`src/rtl/tb_ctl_pkg.sv`:
```
// Constants for the primary time base control block
package tb_ctl_pkg;
    // Register offsets
    localparam logic [3:0]  OFS_TBCON   = 4'h0;
    localparam logic [3:0]  OFS_CLKDIV  = 4'h2;
    localparam logic [3:0]  OFS_PERIOD  = 4'h4;
    localparam logic [3:0]  OFS_SECMP   = 4'h6;
    localparam logic [3:0]  OFS_IRQST   = 4'h8;
    localparam logic [3:0]  OFS_IRQMSK  = 4'hA;
    localparam logic [3:0]  OFS_STATUS  = 4'hC;
    // Control field positions
    localparam int BIT_EN      = 15;
    localparam int BIT_SIDL    = 13;
    localparam int BIT_SEPEND  = 12;
    localparam int BIT_SPECIAL_EVENT_IRQ_ENABLE   = 11;
    localparam int BIT_IMMPER  = 10;
    localparam int BIT_SPOL    = 9;
    localparam int BIT_SOEN    = 8;
    localparam int BIT_SEN     = 7;
    localparam int SRC_HI      = 6;
    localparam int SRC_LO      = 4;
    localparam int PS_HI       = 3;
    localparam int PS_LO       = 0;
    // Writable control bits, unimplemented bit 14 and status bit 12 masked
    localparam logic [15:0] TBCON_WMASK = 16'hAFFF;
    localparam logic [15:0] CLKDIV_WMASK = 16'h0007;
    localparam logic [15:0] SECMP_WMASK  = 16'hFFF8;
    // Reset values
    localparam logic [15:0] TBCON_RST   = 16'h0000;
    localparam logic [15:0] CLKDIV_RST  = 16'h0000;
    localparam logic [15:0] PERIOD_RST  = 16'hFFF8;
    localparam logic [15:0] SECMP_RST   = 16'h0000;
    // Highest valid divider code
    localparam logic [2:0]  DIV_MAX     = 3'h6;
    // Sync output pulse length in clock cycles
    localparam int          SYNC_PULSE  = 1;
    // Interrupt status bits
    localparam int IRQ_SE    = 0;
    localparam int IRQ_SYNC  = 1;
endpackage : tb_ctl_pkg

```
`src/rtl/clk_prescale.sv`:
```
// Power-of-two tick prescaler for the time base
`timescale 1ns/1ns
module clk_prescale
    import tb_ctl_pkg::*;
(
    input  wire logic       mclk,     // Clock
    input  wire logic       arst_n,   // Async reset, active low
    input  wire logic       run,      // Count enable
    input  wire logic [2:0] sel,      // Divide code
    output logic            tick      // One-cycle tick
);
    logic [5:0] cnt_reg;              // Divider counter
    logic [5:0] lim;                  // Terminal count

    // Terminal count is 2^sel - 1, reserved code clamps to max
    always_comb
    begin
        lim = (sel > DIV_MAX) ? 6'h3F : 6'((7'h01 << sel) - 7'h01);
    end

    assign tick = run && (cnt_reg >= lim);

    // Divider counter, cleared while stopped
    always_ff @(posedge mclk or negedge arst_n)
    begin
        if (!arst_n)
            cnt_reg <= 6'h00;
        else if (!run || tick)
            cnt_reg <= 6'h00;
        else
            cnt_reg <= cnt_reg + 6'h01;
    end

    // Divide code 0 ticks every enabled clock
    a_div_one_tick: assert property (
        @(posedge mclk) disable iff (!arst_n)
        (run && sel == 3'h0) |-> tick)
        else $error("divide by one missed a tick");
endmodule : clk_prescale

```
`src/rtl/event_postscale.sv`:
```
// Postscaler for compare match events
`timescale 1ns/1ns
module event_postscale
    import tb_ctl_pkg::*;
(
    input  wire logic       mclk,     // Clock
    input  wire logic       arst_n,   // Async reset, active low
    input  wire logic       clr,      // Restart counting
    input  wire logic       match,    // Compare match pulse
    input  wire logic [3:0] ratio,    // Field value, N-1
    output logic            trig      // Trigger pulse
);
    logic [3:0] cnt_reg;              // Matches seen

    assign trig = match && (cnt_reg == ratio);

    // Count matches, wrap on trigger
    always_ff @(posedge mclk or negedge arst_n)
    begin
        if (!arst_n)
            cnt_reg <= 4'h0;
        else if (clr || trig)
            cnt_reg <= 4'h0;
        else if (match)
            cnt_reg <= cnt_reg + 4'h1;
    end

    // Ratio zero passes every match
    a_ratio_one: assert property (
        @(posedge mclk) disable iff (!arst_n)
        (match && ratio == 4'h0 && !clr) |-> trig)
        else $error("1:1 postscale dropped a match");
endmodule : event_postscale

```
`src/rtl/pwm_time_base.sv`:
```
// Primary time base control with register port and interrupts
// Functional notes
// - Enable bit 15 runs the whole unit
// - Bit 13 halts time base in idle
// - Bit 12 pending set and cleared by hardware
// - Bit 11 gates the special event interrupt
// - Bit 10 immediate period load, else boundary
// - Bit 9 inverts sync input and output
// - Bit 8 enables the sync output pin
// - Bit 7 enables external sync restart
// - Source field picks sync input one-four
// - Postscaler triggers every field-plus-one match
// - Prescaler divides by two to the code, reserved code 7 by 64
// - Unimplemented bits read as zero
// - Compare uses bits 15 to 3
//
// Our own choices: strobed register access and the placing of the registers.
`timescale 1ns/1ns
module pwm_time_base
    import tb_ctl_pkg::*;
(
    input  wire logic        mclk,        // Clock, 25 MHz
    input  wire logic        arst_n,      // Async reset, active low
    input  wire logic [3:0]  addr,        // Register address
    input  wire logic [15:0] wdata,       // Write data
    input  wire logic        wr,          // Write strobe
    input  wire logic        rd,          // Read strobe
    output logic      [15:0] rdata,       // Read data, next cycle
    input  wire logic        cpu_idle,    // CPU in idle mode
    input  wire logic [3:0]  sync_input_n, // External sync inputs
    output logic             primary_sync_output, // Sync output pin
    output logic             special_event_trig,  // Trigger pulse
    output logic      [15:0] primary_time_base_counter, // Counter
    output logic             irq          // Interrupt, level
);
    ////////////////////////////////////////////////////////////////////////
    // Registers
    logic [15:0] tbcon_reg;               // Time base control
    logic [15:0] clkdiv_reg;              // Clock divider select
    logic [15:0] period_reg;              // Written period
    logic [15:0] act_per_reg;             // Active period
    logic        per_pend_reg;            // Period awaits boundary
    logic [15:0] secmp_reg;               // Special event compare
    logic [1:0]  irq_st_reg;              // Sticky interrupt status
    logic [1:0]  irq_msk_reg;             // Interrupt mask
    logic [15:0] cnt_reg;                 // Time base counter
    logic        sync_in_reg;             // Registered sync level
    logic        sync_out_reg;            // Sync output pin
    logic [15:0] rdata_reg;               // Read data
    logic        trig_reg;                // Registered trigger

    // Control fields
    logic        module_enable;           // Unit run
    logic        stop_in_idle;            // Halt in idle
    logic        special_event_pending;   // Pending flag
    logic        special_event_irq_enable; // Interrupt enable
    logic        immediate_period_update; // Load at once
    logic        sync_polarity;           // Active-low when set
    logic        sync_output_enable;      // Drive sync output
    logic        external_sync_enable;    // Use external sync
    logic [2:0]  sync_source_select;      // Input choice
    logic [3:0]  special_event_postscale; // Postscale ratio
    logic [2:0]  input_clock_prescale;    // Divide code

    assign module_enable            = tbcon_reg[BIT_EN];
    assign stop_in_idle             = tbcon_reg[BIT_SIDL];
    assign special_event_pending    = tbcon_reg[BIT_SEPEND];
    assign special_event_irq_enable = tbcon_reg[BIT_SPECIAL_EVENT_IRQ_ENABLE];
    assign immediate_period_update  = tbcon_reg[BIT_IMMPER];
    assign sync_polarity            = tbcon_reg[BIT_SPOL];
    assign sync_output_enable       = tbcon_reg[BIT_SOEN];
    assign external_sync_enable     = tbcon_reg[BIT_SEN];
    assign sync_source_select       = tbcon_reg[SRC_HI:SRC_LO];
    assign special_event_postscale  = tbcon_reg[PS_HI:PS_LO];
    assign input_clock_prescale     = clkdiv_reg[2:0];

    ////////////////////////////////////////////////////////////////////////
    // Time base run control and events
    logic run;                            // Time base may advance
    logic tick;                           // Prescaled tick
    logic sync_sel;                       // Selected sync, active-high
    logic sync_rise;                      // External sync event
    logic wrap;                           // Counter reached period
    logic restart;                        // Counter restarts
    logic match;                          // Compare match
    logic se_trig;                        // Postscaled trigger
    logic wr_tbcon;                       // Control write
    logic wr_period;                      // Period write

    assign run = module_enable && !(stop_in_idle && cpu_idle);

    // Source decode, reserved codes select nothing
    always_comb
    begin
        case (sync_source_select)
            3'h0, 3'h1, 3'h2, 3'h3:
                sync_sel = sync_input_n[sync_source_select[1:0]]
                           ^ sync_polarity;
            default:
                sync_sel = 1'b0;
        endcase
    end

    assign sync_rise = external_sync_enable && run
                       && sync_sel && !sync_in_reg;
    assign wrap      = tick && (cnt_reg >= act_per_reg);
    assign restart   = wrap || sync_rise;
    assign match     = tick && (cnt_reg == secmp_reg);
    assign wr_tbcon  = wr && (addr == OFS_TBCON);
    assign wr_period = wr && (addr == OFS_PERIOD);

    clk_prescale u_prescale (
        .mclk   (mclk),
        .arst_n (arst_n),
        .run    (run),
        .sel    (input_clock_prescale),
        .tick   (tick)
    );

    event_postscale u_postscale (
        .mclk   (mclk),
        .arst_n (arst_n),
        .clr    (!module_enable),
        .match  (match),
        .ratio  (special_event_postscale),
        .trig   (se_trig)
    );

    ////////////////////////////////////////////////////////////////////////
    // Sync input edge memory, pin taken as synchronous
    always_ff @(posedge mclk or negedge arst_n)
    begin
        if (!arst_n)
            sync_in_reg <= 1'b0;
        else
            sync_in_reg <= sync_sel;
    end

    // Time base counter
    always_ff @(posedge mclk or negedge arst_n)
    begin
        if (!arst_n)
            cnt_reg <= 16'h0000;
        else if (!module_enable)
            cnt_reg <= 16'h0000;
        else if (restart)
            cnt_reg <= 16'h0000;
        else if (tick)
            cnt_reg <= cnt_reg + 16'h0001;
    end

    // Written period register
    always_ff @(posedge mclk or negedge arst_n)
    begin
        if (!arst_n)
            period_reg <= PERIOD_RST;
        else if (wr_period)
            period_reg <= wdata;
    end

    // Active period load, immediate or at restart
    always_ff @(posedge mclk or negedge arst_n)
    begin
        if (!arst_n)
        begin
            act_per_reg  <= PERIOD_RST;
            per_pend_reg <= 1'b0;
        end
        else if (wr_period && (immediate_period_update || !module_enable))
        begin
            act_per_reg  <= wdata;
            per_pend_reg <= 1'b0;
        end
        else if (wr_period)
            per_pend_reg <= 1'b1;
        else if (per_pend_reg && (restart || !module_enable))
        begin
            act_per_reg  <= period_reg;
            per_pend_reg <= 1'b0;
        end
    end

    // Special event compare register, low bits unimplemented
    always_ff @(posedge mclk or negedge arst_n)
    begin
        if (!arst_n)
            secmp_reg <= SECMP_RST;
        else if (wr && addr == OFS_SECMP)
            secmp_reg <= wdata & SECMP_WMASK;
    end

    // Control register; pending bit set and cleared by hardware
    always_ff @(posedge mclk or negedge arst_n)
    begin
        if (!arst_n)
            tbcon_reg <= TBCON_RST;
        else
        begin
            if (wr_tbcon)
                tbcon_reg <= (wdata & TBCON_WMASK)
                             | (tbcon_reg & ~TBCON_WMASK);
            if (se_trig)
                tbcon_reg[BIT_SEPEND] <= 1'b1;
            else if (irq_st_reg[IRQ_SE] == 1'b0 || !module_enable)
                tbcon_reg[BIT_SEPEND] <= 1'b0;
        end
    end

    // Clock divider select register
    always_ff @(posedge mclk or negedge arst_n)
    begin
        if (!arst_n)
            clkdiv_reg <= CLKDIV_RST;
        else if (wr && addr == OFS_CLKDIV)
            clkdiv_reg <= wdata & CLKDIV_WMASK;
    end

    // Sync output pulse at each restart
    always_ff @(posedge mclk or negedge arst_n)
    begin
        if (!arst_n)
            sync_out_reg <= 1'b0;
        else
            sync_out_reg <= (sync_output_enable && restart)
                            ^ sync_polarity;
    end

    assign primary_sync_output = sync_out_reg;

    // Trigger output register
    always_ff @(posedge mclk or negedge arst_n)
    begin
        if (!arst_n)
            trig_reg <= 1'b0;
        else
            trig_reg <= se_trig;
    end

    assign special_event_trig        = trig_reg;
    assign primary_time_base_counter = cnt_reg;

    ////////////////////////////////////////////////////////////////////////
    // Interrupt status, write one to clear, set wins
    always_ff @(posedge mclk or negedge arst_n)
    begin
        if (!arst_n)
            irq_st_reg <= 2'h0;
        else
        begin
            for (int i = 0; i < 2; i++)
            begin
                if ((i == IRQ_SE && se_trig && special_event_irq_enable)
                    || (i == IRQ_SYNC && sync_rise))
                    irq_st_reg[i] <= 1'b1;
                else if (wr && addr == OFS_IRQST && wdata[i])
                    irq_st_reg[i] <= 1'b0;
            end
        end
    end

    // Interrupt mask
    always_ff @(posedge mclk or negedge arst_n)
    begin
        if (!arst_n)
            irq_msk_reg <= 2'h0;
        else if (wr && addr == OFS_IRQMSK)
            irq_msk_reg <= wdata[1:0];
    end

    assign irq = |(irq_st_reg & irq_msk_reg);

    ////////////////////////////////////////////////////////////////////////
    // Read port, data valid the cycle after the strobe
    always_ff @(posedge mclk or negedge arst_n)
    begin
        if (!arst_n)
            rdata_reg <= 16'h0000;
        else if (rd)
        begin
            case (addr)
                OFS_TBCON:  rdata_reg <= tbcon_reg;
                OFS_CLKDIV: rdata_reg <= clkdiv_reg;
                OFS_PERIOD: rdata_reg <= period_reg;
                OFS_SECMP:  rdata_reg <= secmp_reg;
                OFS_IRQST:  rdata_reg <= {14'h0000, irq_st_reg};
                OFS_IRQMSK: rdata_reg <= {14'h0000, irq_msk_reg};
                OFS_STATUS: rdata_reg <= cnt_reg;
                default:    rdata_reg <= 16'h0000;
            endcase
        end
        else
            rdata_reg <= 16'h0000;
    end

    assign rdata = rdata_reg;

    ////////////////////////////////////////////////////////////////////////
    // Checks
    a_disabled_holds: assert property (
        @(posedge mclk) disable iff (!arst_n)
        !module_enable |=> cnt_reg == 16'h0000)
        else $error("counter moved while disabled");
    a_idle_halts: assert property (
        @(posedge mclk) disable iff (!arst_n)
        (stop_in_idle && cpu_idle) |-> !tick)
        else $error("time base ticked in idle");
    a_pend_sets: assert property (
        @(posedge mclk) disable iff (!arst_n)
        se_trig |=> special_event_pending)
        else $error("pending not set on trigger");
    a_pend_clears: assert property (
        @(posedge mclk) disable iff (!arst_n)
        !module_enable |=> !special_event_pending)
        else $error("pending kept while disabled");
    a_irq_gated: assert property (
        @(posedge mclk) disable iff (!arst_n)
        (se_trig && !special_event_irq_enable && !irq_st_reg[IRQ_SE])
        |=> !irq_st_reg[IRQ_SE])
        else $error("disabled event raised status");
    a_imm_load: assert property (
        @(posedge mclk) disable iff (!arst_n)
        (wr_period && immediate_period_update)
        |=> act_per_reg == $past(wdata))
        else $error("immediate period not loaded");
    a_sync_out_off: assert property (
        @(posedge mclk) disable iff (!arst_n)
        !sync_output_enable |=> primary_sync_output == $past(sync_polarity))
        else $error("sync output driven while disabled");
    a_sync_pulse: assert property (
        @(posedge mclk) disable iff (!arst_n)
        (sync_output_enable && restart)
        |=> primary_sync_output != $past(sync_polarity))
        else $error("sync output missed a restart pulse");
    a_sync_restart: assert property (
        @(posedge mclk) disable iff (!arst_n)
        (sync_rise && module_enable) |=> cnt_reg == 16'h0000)
        else $error("external sync did not restart");
    a_wrap_zero: assert property (
        @(posedge mclk) disable iff (!arst_n)
        wrap |=> cnt_reg == 16'h0000 ##1 cnt_reg <= 16'h0001)
        else $error("counter did not wrap");
endmodule : pwm_time_base

```
`config.mk`:
```
export PLATFORM = sky130hd
export DESIGN_NAME = pwm_time_base
export DESIGN_NICKNAME = d
export VERILOG_FILES = /design/src/rtl/tb_ctl_pkg.sv /design/src/rtl/clk_prescale.sv /design/src/rtl/event_postscale.sv /design/src/rtl/pwm_time_base.sv
export SDC_FILE = /design/constraint.sdc
export NUM_CORES = 1
export LEC_CHECK = 0
export BUFFER_PORTS_ARGS = -buffer_cell sky130_fd_sc_hd__buf_2
export CORE_ASPECT_RATIO = 1.1
export CORE_UTILIZATION = 45
export CTS_BUF_LIST = sky130_fd_sc_hd__clkbuf_4
export DETAILED_ROUTE_END_ITERATION = 10
export HOLD_SLACK_MARGIN = 0.02
export PLACE_DENSITY = 0.75
export SYNTH_ARGS = -nofsm -noshare
export SYNTH_HDL_FRONTEND = slang
export SYNTH_HIERARCHICAL = 1
export SYNTH_SLANG_ARGS = --single-unit
```
`constraint.sdc`:
```
create_clock -name mclk -period 4.64 [get_ports mclk]
set_clock_uncertainty 0.1 [all_clocks]
set_input_delay 0.928 -clock mclk [delete_from_list [all_inputs] [get_ports mclk]]
set_output_delay 0.928 -clock mclk [all_outputs]
set_load 0.02 [all_outputs]
```
==> reports/results.ini, run 1 <==
[power_and_ir_drop]
power_leakage_nw = 3.09
p_total_mw = 2.85
power_per_cell_area_nw_per_um2 = 419
vdd.ir_drop.worst_mv = 0.246

[sta]
min_period_over_period_pct = 78.5
timing_max_transition_violations_final = 0
period_needed_ns = 3.64
slew_headroom_pct = 38.7
totalNegativeSetupSlack_ns = 0
report.final.hold_viol_count = 0
final.setup.worst_slack_ns = 0.996
rsz_0062_raised_after_global_routing = false
finalSetupViolCount = 0
timing_worst_slew_pin_value_ns = 0.912
fmax_mhz = 274

[yosys]
syn-mean-instance-area_um2 = 11.0
sequential_area_share_after_synthesis_pct = 47.6
synth_top_cell_area_share_pct = 36.2
yosys.cell_types.count = 64
yosys_top_cell_by_area = sky130_fd_sc_hd__dfrtp_1
synthesis.instances = 548
synth_enable_flop_cells = 0
mappedNetlistArea_um2 = 6010
synth-warning-count = 6
ys_ff_latch = 113
post_synth_main_area_contributors = sky130_fd_sc_hd__dfrtp_1 (36%), sky130_fd_sc_hd__dfstp_2 (11%), sky130_fd_sc_hd__mux2_2 (8.6%)
postSynth.asyncResetShare_pct = 100
synth.net_count = 603
synth_ff_type = sky130_fd_sc_hd__dfrtp_1

[cells_and_area]
layout_area_growth_over_synthesis_pct = 13.2
design.final.nets = 671
final_core_area_utilization_pct = 53.1
multi_input_comb_area_um2 = 2930
final.fill_count = 1156
post_route_cells_drive_above_1_share_pct = 32.1
area.sequential_um2 = 2860

[global_routing]
globalRouteMet1Util_pct = 30.0
globalRouteMet2Util_pct = 40.4
antenna_found_initial = 1
first_global_vias = 4778
grt_use_total_pct = 24.1
grt_start_max_net_pins = 57
grt_pass1_wl_um = 24900
grt_overflow_total = 0
grt_use_met3_pct = 5.34
globalRoute.busiestLayer = met2

[place]
numPortBuffers = 63
globalplace.congestion = 0.880
dpl.hpwl_um = 10800
place_worst_setup_slack_ns = 0.936

[critical_path]
crit_required_ns = 5.01
cp-start-kind = flip-flop
reg2regPathDepth = 11
crit_path_top_delay_cell = sky130_fd_sc_hd__nor4_1
startpoint_to_endpoint_class_of_the_critical_path = flip-flop to flip-flop
timing.critical_path.arrival_ns = 4.01
critPathMaxStageDelay_ns = 0.77
cp-end-kind = flip-flop
crit_path_max_fanout = 9
timing.critical_path.mode_cell = sky130_fd_sc_hd__and2_1
crit_chain = or3_1 -> ha_1 -> nand2b_4 -> a21oi_4 -> o21ai_0 -> and2_1 -> nand3_1 -> nor4_1 -> o2111a_1 -> and2_1 -> a22o_1

[status]
outcome = finished with violations
failing_checks = DRC

[cts]
max-clock-path-buffers = 2
clock-root-buffer = sky130_fd_sc_hd__clkbuf_4
post_cts.resized_instances = 0
clkSlewWorstSetupHoldPaths_ns = 0.10
tritoncts = done
holdBufCountCts = 0
cts_buffers = 17
post-cts-setup-buffers = 0
htreeDepth = 4
clock_sinks = 113
worst_skew_pair_latency_ns = 0.53

[drt]
wl_per_cell_um = 19.7
final_antenna_net_count = 0
routed_wirelength_um = 15500
routed_via_density = 5.94
dr.pass1.iters = 11
drc = 5
dr_total_vias = 4678
first_iter_violations = 276

[min_path]
worst_hold_path_type = primary input to async pin

[die]
initial_cell_density_of_the_core_pct = 47.0
chip_width_um = 112
die-area_um2 = 13800
core-area_um2 = 12800
die_h_um = 123
cell_rows = 43
num_io_pins = 64

[job]
maxCapViolCount = 0

-- per-stage QoR --
step	instance area, um^2	std cells	hold slack [ns]
3_5_place_dp	6470	754	0.368
6_report	6800	787	0.337
5_1_grt	6800	787	0.361
3_3_place_gp	6470	754	0.364
2_1_floorplan	6010	548	0.353
4_1_cts	6800	786	0.327
-- synthesized netlist by cell type, types with 4 or more instances --
master and instances:
sky130_fd_sc_hd__dfrtp_1 87, sky130_fd_sc_hd__nor2_1 47, sky130_fd_sc_hd__mux2_2 46, sky130_fd_sc_hd__a21oi_1 40, sky130_fd_sc_hd__a22oi_1 27, sky130_fd_sc_hd__dfstp_2 26, sky130_fd_sc_hd__ha_1 26, sky130_fd_sc_hd__inv_1 26
sky130_fd_sc_hd__xor2_1 26, sky130_fd_sc_hd__nand2_1 22, sky130_fd_sc_hd__a31oi_1 17, sky130_fd_sc_hd__nand3_1 14, sky130_fd_sc_hd__o21ai_2 11, sky130_fd_sc_hd__xnor2_1 11, sky130_fd_sc_hd__o21ai_0 10, sky130_fd_sc_hd__clkbuf_1 8
sky130_fd_sc_hd__mux2i_1 7, sky130_fd_sc_hd__nand4_1 7, sky130_fd_sc_hd__and3_1 6, sky130_fd_sc_hd__buf_2 6, sky130_fd_sc_hd__nor3_1 6, sky130_fd_sc_hd__a211oi_1 5, sky130_fd_sc_hd__nand2b_1 4, sky130_fd_sc_hd__nor3b_1 4
-- layout make-up --
cell class | count | area share (%)
timing repair buffer | 71 | 5.55
multi-input combinational | 387 | 43.1
inverter | 26 | 1.43
tap | 157 | 2.89
sequential | 113 | 42.0
clock inverter | 13 | 2.81
antenna | 1 | 0.0368
clock buffer | 19 | 2.10
-- critical path: cells and delay by family (launching register included) --
| kind | cells | cell delay (ns) |
|---|---|---|
| AO/OA/AOI/OAI | 4 | 0.74 |
| flip-flops | 1 | 0.45 |
| adder cells (fa/ha/maj) | 1 | 0.28 |
| AND/OR/NAND/NOR | 6 | 1.99 |
-- per-layer routing --
layer  share of wire [%]  vias to the layer above
met1                  41                     2313
met4                 2.8                        0
met3                 7.1                       32
met5                   0                        -
li1                    -                     2127
met2                  49                      206
-- power by group --
part           total, mW  switching, mW  internal [mW]
registers           1.39          0.162           1.22
logic              0.601          0.319          0.282
clock network      0.863          0.378          0.485
total               2.85          0.859           1.99
-- kinds of logic (layout without fill, tap and decap cells) --
| kind of cell | count (synthesis) | in the layout | share of synthesized area, % |
|---|---|---|---|
| compound gates | 135 | 135 | 16.1 |
| xor+xnor | 37 | 37 | 5.39 |
| mux | 55 | 55 | 10.2 |
| other cells | 0 | 1 | 0 |
| buf+inv | 48 | 129 | 3.62 |
| flops | 113 | 113 | 47.6 |
| simple gates | 134 | 134 | 11.7 |
| fa+ha+maj | 26 | 26 | 5.41 |
-- cell usage in the layout (no fill, tap or decap), drive strengths merged, types with 7 or more instances in the layout --
cell type / count
xnor2: 11
xor2: 26
a22oi: 27
clkbuf: 19
a31oi: 17
dfrtp: 87
mux2: 48
ha: 26
inv: 26
nor2: 49
dfstp: 26
clkinv: 7
buf: 71
nand4: 7
a21oi: 43
nand2: 24
o21ai: 22
mux2i: 7
nand3: 14
-- path summary, 6_finish.rpt --
check / endpoint / slack, ns / start
max: irq_st_reg[0]$_DFFE_PN0P_ / 1.0 / clkdiv_reg[1]$_DFFE_PN0P_
min: u_prescale/cnt_reg[5]$_DFF_PN0_ / 0.34 / arst_n
max reg2reg: irq_st_reg[0]$_DFFE_PN0P_ / 1.0 / clkdiv_reg[1]$_DFFE_PN0P_
min reg2reg: act_per_reg[7]$_DFFE_PN1P_ / 0.38 / period_reg[7]$_DFFE_PN1P_
max in group asynchronous: period_reg[3]$_DFFE_PN1P_ / 3.12 / arst_n
min in group mclk: act_per_reg[7]$_DFFE_PN1P_ / 0.38 / period_reg[7]$_DFFE_PN1P_
No activity file was read; power rests on OpenSTA's default activity.
==> run 2, diff against run 1 <==
--- a/config.mk
+++ b/config.mk
@@ -11,7 +11,7 @@
 export CTS_BUF_LIST = sky130_fd_sc_hd__clkbuf_4
 export DETAILED_ROUTE_END_ITERATION = 10
 export HOLD_SLACK_MARGIN = 0.02
-export PLACE_DENSITY = 0.75
+export PLACE_DENSITY = 0.77
 export SYNTH_ARGS = -nofsm -noshare
 export SYNTH_HDL_FRONTEND = slang
 export SYNTH_HIERARCHICAL = 1
==> constraint.sdc (replaced) <==
create_clock -name mclk -period 3.2 [get_ports mclk]
set_clock_uncertainty 0.1 [all_clocks]
set_input_delay 0.64 -clock mclk [delete_from_list [all_inputs] [get_ports mclk]]
set_output_delay 0.64 -clock mclk [all_outputs]
set_load 0.02 [all_outputs]
==> reports/results.ini, run 2 (synthesis results as in run 1) <==
[status]
outcome = finished with violations
failing_checks = DRC

[sta]
timing_worst_slew_pin_value_ns = 0.876
finalSetupViolCount = 0
report.final.hold_viol_count = 0
min_period_over_period_pct = 92.6
totalNegativeSetupSlack_ns = 0
timing_max_transition_violations_final = 0
slew_headroom_pct = 41.4
final.setup.worst_slack_ns = 0.236
fmax_mhz = 337
period_needed_ns = 2.96

[cells_and_area]
postLayoutCellArea_um2 = 6990
final_core_area_utilization_pct = 54.6
layout_area_growth_over_synthesis_pct = 16.2
layout_commonest_cell = sky130_fd_sc_hd__dfrtp_1
final.fill_count = 1133
post_route_cells_drive_above_1_share_pct = 35.4
final_cell_mix = sky130_fd_sc_hd__dfrtp_1 (87), sky130_fd_sc_hd__buf_2 (62), sky130_fd_sc_hd__nor2_1 (46), sky130_fd_sc_hd__mux2_2 (46), sky130_fd_sc_hd__a21oi_1 (40)
n_antenna_cell = 0
design.final.nets = 694

[drt]
dr_total_vias = 4877
dr.pass1.iters = 8
first_iter_violations = 332
final_antenna_net_count = 0
wl_per_cell_um = 19.8
drc = 5
routed_via_density = 6.03
routed_wirelength_um = 16000

[place]
globalplace.congestion = 0.876
place_worst_setup_slack_ns = 0.174
numPortBuffers = 63
dpl.hpwl_um = 11300
placed_cell_area_um2 = 6680

[die]
initial_cell_density_of_the_core_pct = 47.0
die-area_um2 = 13800
core-area_um2 = 12800
die_h_um = 123
chip_width_um = 112
num_io_pins = 64
cell_rows = 43

[critical_path]
worst_setup_slack_for_register_to_register_paths_ns = 0.24
critPathMaxStageDelay_ns = 0.44
crit_path_top_delay_cell = sky130_fd_sc_hd__dfrtp_1
crit_required_ns = 3.56
cp-start-kind = flip-flop
crit_path_max_fanout = 7
crit_chain = or3_1 -> ha_1 -> nand2b_4 -> a21oi_4 -> o21ai_0 -> and2_2 -> nand3_1 -> nor4_2 -> buf_4 -> o2111a_2 -> and2_1 -> a22o_1
startpoint_to_endpoint_class_of_the_critical_path = flip-flop to flip-flop
timing.critical_path.arrival_ns = 3.33
cp-end-kind = flip-flop

[power_and_ir_drop]
vdd.ir_drop.worst_mv = 0.338
swShare_pct = 31.4
power_per_cell_area_nw_per_um2 = 573
power_leakage_nw = 3.21
clock_power_share_pct = 27.2
p_total_mw = 4.00
power_frac_seq_pct = 50.3
power_report.internal_total_mw = 2.74
switchingPower_mw = 1.26
pwr-share-comb_pct = 22.5

[global_routing]
grt_pass1_wl_um = 25700
globalRouteMet1Util_pct = 30.6
grt_use_met3_pct = 5.64
grt_overflow_total = 0
globalRoute.busiestLayer = met2
grt_start_max_net_pins = 89
antenna_found_initial = 0
first_global_vias = 4981
grt_use_total_pct = 24.7
globalRouteMet2Util_pct = 41.1

[cts]
htreeDepth = 4
clkSlewWorstSetupHoldPaths_ns = 0.10
cts_buffers = 17
clock_sinks = 113
tritoncts = done
worst_skew_pair_latency_ns = 0.53
max-clock-path-buffers = 2
clock-root-buffer = sky130_fd_sc_hd__clkbuf_4

[job]
maxCapViolCount = 0

[min_path]
worst_hold_path_type = primary input to flip-flop

-- run 2: metrics by stage --
| step | hold slack, ns | cells |
|---|---|---|
| floorplan | 0.244 | 548 |
| global placement | 0.361 | 776 |
| detailed placement | 0.372 | 776 |
| CTS | 0.236 | 809 |
| global route | 0.248 | 809 |
| finish | 0.266 | 809 |
-- run 2: cell type report --
type                    count  area, um^2  share of cell area (%)
multi-input cells         387        2960                    42.3
clock buffers              19         143                    2.04
flip-flops and latches    113        2860                    40.9
repair buffers             94         591                    8.45
well taps                 157         196                    2.81
inverters                  26        97.6                    1.40
clock inverters            13         144                    2.06
-- run 2: worst paths after layout --
kind	endpoint	from	cells after the start
max	irq_st_reg[0]$_DFFE_PN0P_	clkdiv_reg[1]$_DFFE_PN0P_	12
min	act_per_reg[10]$_DFFE_PN1P_	wdata[10]	3
max reg2reg	irq_st_reg[0]$_DFFE_PN0P_	clkdiv_reg[1]$_DFFE_PN0P_	12
min reg2reg	act_per_reg[9]$_DFFE_PN1P_	period_reg[9]$_DFFE_PN1P_	2
max in group asynchronous	period_reg[3]$_DFFE_PN1P_	arst_n	3
min in group asynchronous	u_prescale/cnt_reg[0]$_DFF_PN0_	arst_n	2
-- run 2: what timing repair did --
action                                 4_1_cts  5_1_grt
hold buffers                                 1        0
setup endpoints to repair                    0        9
setup buffers                                0        0
endpoints found under the hold margin       25        0
gates resized for setup                      0        4
-- run 2: layer usage --
layer	share of wire, %	up-vias
li1	-	2165
met1	41	2444
met5	0	-
met3	7.2	35
met2	48	233
met4	3.2	0
-- run 2: critical path: cells and delay by family, from the launching register on --
family	cells	cell delay [ns]
DFF	1	0.44
and+or+nand+nor	6	1.26
buffers and inverters	1	0.18
adders and majority gates	1	0.28
AOI/OAI and AO/OA	4	0.63
-- run 2: power groups by stage --
stage | logic, mW | clock network, mW | registers, mW
2_1_floorplan | 0.656 | 0 | 1.97
3_3_place_gp | 0.856 | 0 | 2.01
3_5_place_dp | 0.894 | 0 | 2.03
4_1_cts | 0.900 | 1.10 | 2.00
5_1_grt | 0.997 | 1.17 | 2.04
6_report | 0.901 | 1.09 | 2.01
